===== config.mk =====
export PLATFORM = sky130hd
export DESIGN_NAME = isu_top
export DESIGN_NICKNAME = d
export VERILOG_FILES = /design/src/logic/isu_pkg.sv /design/src/logic/isu_rise_det.sv /design/src/logic/isu_top.sv
export VERILOG_INCLUDE_DIRS = /design/src /design/src/logic
export SDC_FILE = /design/constraint.sdc
export NUM_CORES = 1
export LEC_CHECK = 0
export ABC_AREA = 1
export ABC_CLOCK_PERIOD_IN_PS = 3350
export BUFFER_PORTS_ARGS = -buffer_cell sky130_fd_sc_hd__buf_4
export CAP_MARGIN = 40
export CORE_MARGIN = 2
export CORE_UTILIZATION = 35
export DETAILED_ROUTE_END_ITERATION = 16
export SYNTH_ARGS = -nofsm -noshare
export SYNTH_HDL_FRONTEND = slang
export SYNTH_SLANG_ARGS = --single-unit

===== constraint.sdc =====
create_clock -name clk_sys -period 3.35 [get_ports clk_sys]
set_clock_uncertainty 0.05 [all_clocks]
set_input_delay 0.67 -clock clk_sys [delete_from_list [all_inputs] [get_ports clk_sys]]
set_output_delay 0.67 -clock clk_sys [all_outputs]
set_load 0.02 [all_outputs]

===== src/logic/isu_defs.svh =====
// Operation
// - A flag stays set until host writes one there; zero writes change nothing.
// - Bit 31 sets when host raises the software event trigger; write one clears.
// - Bit 25 sets once stop-transmit is requested and transmitter has halted.
// - Bit 24 sets when the receive engine halts.
// - Bit 23 sets when drop counter steps from 7FFFFFFFh to 80000000h.
// - Bit 21 sets when a notify-marked transmit buffer finishes loading.
// - Bit 20 sets when the programmed receive transfer count has been moved out.
// - Bit 19 sets when the timer counts past zero and wraps to FFFFh.
// - Bit 18 is read-only, mirrors the line interface event, ignores writes.
// - Bit 17 sets on a detected power event, even with the pin disabled.
// - Writing one to bit 17 clears it unless a power event is detected in the same cycle.
// - Power events never wake the device; any byte-test register write does.
// - The hold-off interval never delays or hides the power event interrupt.
// - Bit 16 sets when the transmit status FIFO overflows.
// - Bit 15 sets when a received packet is longer than 2048 bytes.
// - Bit 14 sets when the receive engine reports an error.
// - Bit 13 sets when the transmit engine reports an error.
// - Flags record events whatever the enable mask holds.
// - Master line is high while any enabled flag is active.
`ifndef ISU_DEFS_SVH
`define ISU_DEFS_SVH

`define ISU_ADDR_W          12
`define ISU_OFS_STATUS      12'h058
`define ISU_OFS_ENABLE      12'h05c
`define ISU_OFS_BYTE_TEST   12'h064
`define ISU_BYTE_TEST_VAL   32'h8765_4321
`define ISU_STATUS_RESET    32'h0000_0000
`define ISU_ENABLE_RESET    32'h0000_0000
`define ISU_FLAG_MASK       32'h83bb_e000
`define ISU_ENABLE_MASK     32'h83bf_e000
`define ISU_BIT_SW          31
`define ISU_BIT_TX_HALT     25
`define ISU_BIT_RX_HALT     24
`define ISU_BIT_DROP_MID    23
`define ISU_BIT_BUF_DONE    21
`define ISU_BIT_RX_XFER     20
`define ISU_BIT_TIMER       19
`define ISU_BIT_LINE        18
`define ISU_BIT_POWER       17
`define ISU_BIT_TXS_OVF     16
`define ISU_BIT_RX_WDOG     15
`define ISU_BIT_RX_ERR      14
`define ISU_BIT_TX_ERR      13
`define ISU_DROP_BEFORE     32'h7fff_ffff
`define ISU_DROP_AFTER      32'h8000_0000
`define ISU_TIMER_ZERO      16'h0000
`define ISU_TIMER_WRAP      16'hffff
`define ISU_LEN_W           14
`define ISU_RX_WDOG_LIMIT   14'h0800
`define ISU_EDGE_N          3

`endif


===== src/logic/isu_pkg.sv =====
`default_nettype none
package isu_pkg;

    typedef enum logic [1:0] {
        ISU_ST_IDLE = 2'b01,
        ISU_ST_RESP = 2'b10
    } isu_bus_state_type;

endpackage
`default_nettype wire


===== src/logic/isu_rise_det.sv =====
`timescale 1ns/100ps
`default_nettype none
`include "isu_defs.svh"

module isu_rise_det #(
    parameter int N = `ISU_EDGE_N
) (
    // Clock and reset
    input  wire logic         clk_sys,
    input  wire logic         rst_n,
    // Levels and their rising edges
    input  wire logic [N-1:0] level_in,
    output logic      [N-1:0] rise_out
);

    logic [N-1:0] prev_q;
    logic [N-1:0] prev_d;

    always_comb begin
        prev_d = level_in;
    end

    always_ff @(posedge clk_sys) begin
        if (!rst_n) begin
            prev_q <= '0;
        end else begin
            prev_q <= prev_d;
        end
    end

    // A level already high when reset releases counts as a rising edge.
    genvar g;
    generate
        for (g = 0; g < N; g = g + 1) begin : g_bit
            assign rise_out[g] = level_in[g] & ~prev_q[g];
        end
    endgenerate

endmodule
`default_nettype wire


===== src/logic/isu_top.sv =====
// The APB interface to the registers is this design's own decision.
`timescale 1ns/100ps
`default_nettype none
`include "isu_defs.svh"

module isu_top (
    // Clock and reset
    input  wire logic                    clk_sys,
    input  wire logic                    rst_n,
    // APB slave
    input  wire logic                    psel,
    input  wire logic                    penable,
    input  wire logic                    pwrite,
    input  wire logic [`ISU_ADDR_W-1:0]  paddr,
    input  wire logic [31:0]             pwdata,
    output logic      [31:0]             prdata,
    output logic                         pready,
    output logic                         pslverr,
    // Event sources from the engines
    input  wire logic                    tx_stop_request,
    input  wire logic                    tx_halted,
    input  wire logic                    rx_halted,
    input  wire logic [31:0]             drop_count,
    input  wire logic                    buffer_loaded,
    input  wire logic                    completion_notify_marker,
    input  wire logic                    receive_transfer_done,
    input  wire logic [15:0]             timer_count,
    input  wire logic                    line_interface_event,
    input  wire logic                    power_event_detected,
    input  wire logic                    tx_status_overflow,
    input  wire logic                    rx_frame_end,
    input  wire logic [`ISU_LEN_W-1:0]   rx_frame_len,
    input  wire logic                    rx_error,
    input  wire logic                    tx_error,
    // Interrupt and wake outputs
    output logic                         irq_master,
    output logic                         power_event_irq,
    output logic                         wake_request
);

    // Bus state.
    isu_pkg::isu_bus_state_type st_q;
    isu_pkg::isu_bus_state_type st_d;
    logic [31:0] prdata_q;
    logic [31:0] prdata_d;
    logic        pready_q;
    logic        pready_d;
    logic        pslverr_q;
    logic        pslverr_d;

    // Register state.
    logic [31:0] status_q;
    logic [31:0] status_d;
    logic [31:0] enable_q;
    logic [31:0] enable_d;
    logic [31:0] drop_prev_q;
    logic [31:0] drop_prev_d;
    logic [15:0] timer_prev_q;
    logic [15:0] timer_prev_d;
    logic        irq_master_q;
    logic        irq_master_d;
    logic        power_irq_q;
    logic        power_irq_d;
    logic        wake_q;
    logic        wake_d;

    logic [31:0] status_view;
    logic [31:0] read_value;
    logic        addr_ok;
    logic        wr_commit;
    logic [31:0] set_vec;
    logic [31:0] clr_vec;
    logic [`ISU_EDGE_N-1:0] edge_level;
    logic [`ISU_EDGE_N-1:0] edge_rise;

    assign prdata          = prdata_q;
    assign pready          = pready_q;
    assign pslverr         = pslverr_q;
    assign irq_master      = irq_master_q;
    assign power_event_irq = power_irq_q;
    assign wake_request    = wake_q;

    // The line interface bit is never stored here, so only its source can clear it.
    always_comb begin
        status_view = status_q;
        status_view[`ISU_BIT_LINE] = line_interface_event;
    end

    always_comb begin
        addr_ok = (paddr == `ISU_OFS_STATUS) || (paddr == `ISU_OFS_ENABLE) ||
                  (paddr == `ISU_OFS_BYTE_TEST);
        case (paddr)
            `ISU_OFS_STATUS:    read_value = status_view;
            `ISU_OFS_ENABLE:    read_value = enable_q;
            `ISU_OFS_BYTE_TEST: read_value = `ISU_BYTE_TEST_VAL;
            default:            read_value = 32'h0000_0000;
        endcase
    end

    // Answer one cycle after the access phase opens; the write lands on the next edge, where pready is sampled high.
    always_comb begin
        st_d      = st_q;
        prdata_d  = prdata_q;
        pready_d  = 1'b0;
        pslverr_d = 1'b0;
        case (st_q)
            isu_pkg::ISU_ST_IDLE: begin
                if (psel && penable) begin
                    st_d      = isu_pkg::ISU_ST_RESP;
                    pready_d  = 1'b1;
                    pslverr_d = ~addr_ok;
                    prdata_d  = pwrite ? 32'h0000_0000 : read_value;
                end
            end
            isu_pkg::ISU_ST_RESP: begin
                st_d = isu_pkg::ISU_ST_IDLE;
            end
            default: begin
                st_d = isu_pkg::ISU_ST_IDLE;
            end
        endcase
    end

    always_ff @(posedge clk_sys) begin
        if (!rst_n) begin
            st_q      <= isu_pkg::ISU_ST_IDLE;
            prdata_q  <= 32'h0000_0000;
            pready_q  <= 1'b0;
            pslverr_q <= 1'b0;
        end else begin
            st_q      <= st_d;
            prdata_q  <= prdata_d;
            pready_q  <= pready_d;
            pslverr_q <= pslverr_d;
        end
    end

    assign wr_commit = (st_q == isu_pkg::ISU_ST_RESP) && psel && penable && pwrite;

    assign edge_level = {enable_q[`ISU_BIT_SW], tx_stop_request & tx_halted, rx_halted};

    isu_rise_det #(
        .N (`ISU_EDGE_N)
    ) u_rise (
        .clk_sys  (clk_sys),
        .rst_n    (rst_n),
        .level_in (edge_level),
        .rise_out (edge_rise)
    );

    // Events set flags regardless of the enable mask, which gates both irq_master and power_event_irq.
    always_comb begin
        set_vec = 32'h0000_0000;
        set_vec[`ISU_BIT_SW]       = edge_rise[2];
        set_vec[`ISU_BIT_TX_HALT]  = edge_rise[1];
        set_vec[`ISU_BIT_RX_HALT]  = edge_rise[0];
        set_vec[`ISU_BIT_DROP_MID] = (drop_prev_q == `ISU_DROP_BEFORE) &&
                                     (drop_count == `ISU_DROP_AFTER);
        set_vec[`ISU_BIT_BUF_DONE] = buffer_loaded & completion_notify_marker;
        set_vec[`ISU_BIT_RX_XFER]  = receive_transfer_done;
        set_vec[`ISU_BIT_TIMER]    = (timer_prev_q == `ISU_TIMER_ZERO) &&
                                     (timer_count == `ISU_TIMER_WRAP);
        set_vec[`ISU_BIT_POWER]    = power_event_detected;
        set_vec[`ISU_BIT_TXS_OVF]  = tx_status_overflow;
        set_vec[`ISU_BIT_RX_WDOG]  = rx_frame_end &&
                                     (rx_frame_len > `ISU_RX_WDOG_LIMIT);
        set_vec[`ISU_BIT_RX_ERR]   = rx_error;
        set_vec[`ISU_BIT_TX_ERR]   = tx_error;
    end

    always_comb begin
        clr_vec = 32'h0000_0000;
        if (wr_commit && (paddr == `ISU_OFS_STATUS)) begin
            clr_vec = pwdata & `ISU_FLAG_MASK;
        end
        status_d = ((status_q & ~clr_vec) | set_vec) & `ISU_FLAG_MASK;
        enable_d = enable_q;
        if (wr_commit && (paddr == `ISU_OFS_ENABLE)) begin
            enable_d = pwdata & `ISU_ENABLE_MASK;
        end
        drop_prev_d  = drop_count;
        timer_prev_d = timer_count;
        irq_master_d = |(status_view & enable_q);
        // No hold-off exists in this path, so the power interrupt is never delayed.
        power_irq_d  = status_q[`ISU_BIT_POWER] & enable_q[`ISU_BIT_POWER];
        wake_d       = wr_commit && (paddr == `ISU_OFS_BYTE_TEST);
    end

    always_ff @(posedge clk_sys) begin
        if (!rst_n) begin
            status_q     <= `ISU_STATUS_RESET;
            enable_q     <= `ISU_ENABLE_RESET;
            drop_prev_q  <= 32'h0000_0000;
            timer_prev_q <= `ISU_TIMER_WRAP;
            irq_master_q <= 1'b0;
            power_irq_q  <= 1'b0;
            wake_q       <= 1'b0;
        end else begin
            status_q     <= status_d;
            enable_q     <= enable_d;
            drop_prev_q  <= drop_prev_d;
            timer_prev_q <= timer_prev_d;
            irq_master_q <= irq_master_d;
            power_irq_q  <= power_irq_d;
            wake_q       <= wake_d;
        end
    end

    logic status_clr_wr;
    assign status_clr_wr = wr_commit && (paddr == `ISU_OFS_STATUS);
endmodule
`default_nettype wire


==> reports/metrics.cfg <==
[grt]
grt_use_total_pct = 14.79
grt-ovfl-total = 0
grt_pass1_wl_um = 14060
antenna_found_initial = 0
grt_max_degree = 52
first_global_vias = 3103

[detailed_routing]
vias = 3340
ant_nets = 0
wl_per_cell_um = 10.93
drc_errors = 0
avgViaCountPerCell = 4.321
drt_iter0_markers = 145
first_pass_iters = 4
wirelength_um = 8447

[logic_synthesis]
synth_area_um2 = 3926
synth_top_area_share_pct = 49.46
synth_area_per_cell_um2 = 7.699
synth-seq-cells = 97
synth_warnings = 0
netlist_top_cells_area = dfxtp_1, nand2_1, inv_1, nor2_1, buf_4
yosys.cell_types.count = 33
seq_area_frac_synth_pct = 49.46
yosysTopAreaCell = dfxtp_1
synthCells = 510

[finish]
n_antenna_cell = 0
layout-area-overhead-vs-synth_pct = 29.35
final_common_cell = buf_4
ff_latch_area_um2 = 1942
design_area_um2 = 5079
final_util_pct = 46.64
fill_cells = 1084
mostFrequentLayoutCells = buf_4, nand2_1, dfxtp_1, inv_1, nor2_1
final_cell_count_no_fill = 773
layout.nets = 751
multi_input_area_um2 = 1588
drive_above_1_share_pct = 30.65

[floorplan]
die_w_um = 109.9
coreArea_um2 = 10890
pin_count = 160
die_area_um2 = 12080
rows = 38
initial_utilization_pct = 36.06
die_h_um = 109.9

[timing]
holdWs_ps = 362.7
drv_slew = 0
tightestPinTransition_ps = 531.1
setup_violations = 0
fin_tns_setup_ps = 0
rsz0062_at_grt = false
hold_viol_final = 0
setup_ws_ps = 1304
max_freq_mhz = 488.7
finalCriticalPeriod_ps = 2046
finalCritPeriodShare_pct = 61.09
relSlewSlack_pct = 64.55

[placement]
globalplace.congestion = 0.7668
place_hpwl_um = 6762
place_area_um2 = 4898
place_inst = 757
dp_slack_ps = 856.0
portBuffers = 127

[setup_path]
crit_chain = buf_4, nor2_1, nand2_1, nor2_4, nand2_4, nor2_2, nand2_1, a21oi_1, nor2_1
required_ps = 3540
cp_max_fo = 17
worstPathArrival_ps = 2230
crit_slowest_cell = nor2_2
worstSetupPathType = in -> reg
slowest_delay_ps = 440
startpoint_type = input port
critPathCaptureType = register

[power_and_ir_drop]
pwr_density_cell_nw_per_um2 = 413.2
p_leak_nw = 2.394
finalPower_mw = 2.098
ir_drop_uv = 224.6

[clock_tree]
cts_tree = built
htree_num_levels = 3
numCtsBuffers = 9
cts.clk_slew.worst_paths_ps = 90
cts.sinks = 97
clk_path_buf_depth = 2
clk_latency_ps = 340
cts-resized-gates = 0
ctsHoldBuffers = 0
clockRootBuffer = clkbuf_8
post_cts_buffers = 0

[flow_run]
cap_violations = 0

[worst_hold_path]
hold_class = reg -> reg

[status]
status = completed

-- cells by family after synthesis --
kind of cell / share of synthesized area [%]
AO/OA/AOI/OAI: 9.115
other: 0.09551
buffers and inverters: 11.25
flip-flops: 49.46
AND/OR/NAND/NOR: 30.08
-- report_power, final --
group / switching (mW) / internal (mW) / total (mW)
sequential: 0.0153 / 1.19 / 1.21
combinational: 0.0941 / 0.107 / 0.201
clock: 0.391 / 0.296 / 0.688
total: 0.501 / 1.60 / 2.10
-- final timing paths --
path,from,slack [ps],cells after the start,endpoint
max,paddr[11],1300,9,status_q[13]
min,u_rise.prev_q[2],360,1,status_q[31]
max reg2reg,st_q[0],1760,8,status_q[13]
min reg2reg,u_rise.prev_q[2],360,1,status_q[31]
-- cell type report --
type	count	share of cell area [%]
sequential	97	38.24
multi-input combinational	331	31.26
timing repair buffer	129	19.07
inverter	60	4.435
tap	140	3.449
clock buffer	11	2.784
clock inverter	5	0.7637
-- cells in the mapped netlist --
cell      count
nand2_1     117
dfxtp_1      97
inv_1        58
nor2_1       57
a21oi_1      27
nand3_1      26
buf_4        19
nand4_1      17
or2_2        17
nand2_2      13
o21ai_0      12
a21oi_2      10
clkbuf_1     10
nor3_1        4
o21ai_1       4
buf_2         2
buf_6         2
nor2_4        2
nor3_2        2
a21boi_0      1
a21oi_4       1
a221oi_1      1
a31oi_1       1
buf_1         1
clkinv_1      1
conb_1        1
inv_2         1
nand2_4       1
nand3b_1      1
nor2_2        1
nor3_4        1
o21ai_2       1
o31ai_1       1
-- critical path, delay by kind of cell --
family	cells	cell delay, ps
simple gates	7	1310
compound gates	1	140
buf+inv	1	110
-- flip-flops by register name (all words and copies together), names as in the netlist, 2 cells and up --
signal and flops:
drop_prev_q 32, st_q 2, u_rise.prev_q 3, status_q 12, prdata 14, enable_q 13
timer_prev_q 16
-- layer usage --
metal	wire length, um	global-route usage, %
met1	3636	18.03
met2	4149	25.55
met3	578	3.734
met4	82	4.430
met5	0	0
Note: power is estimated with default switching activity, not from simulation.
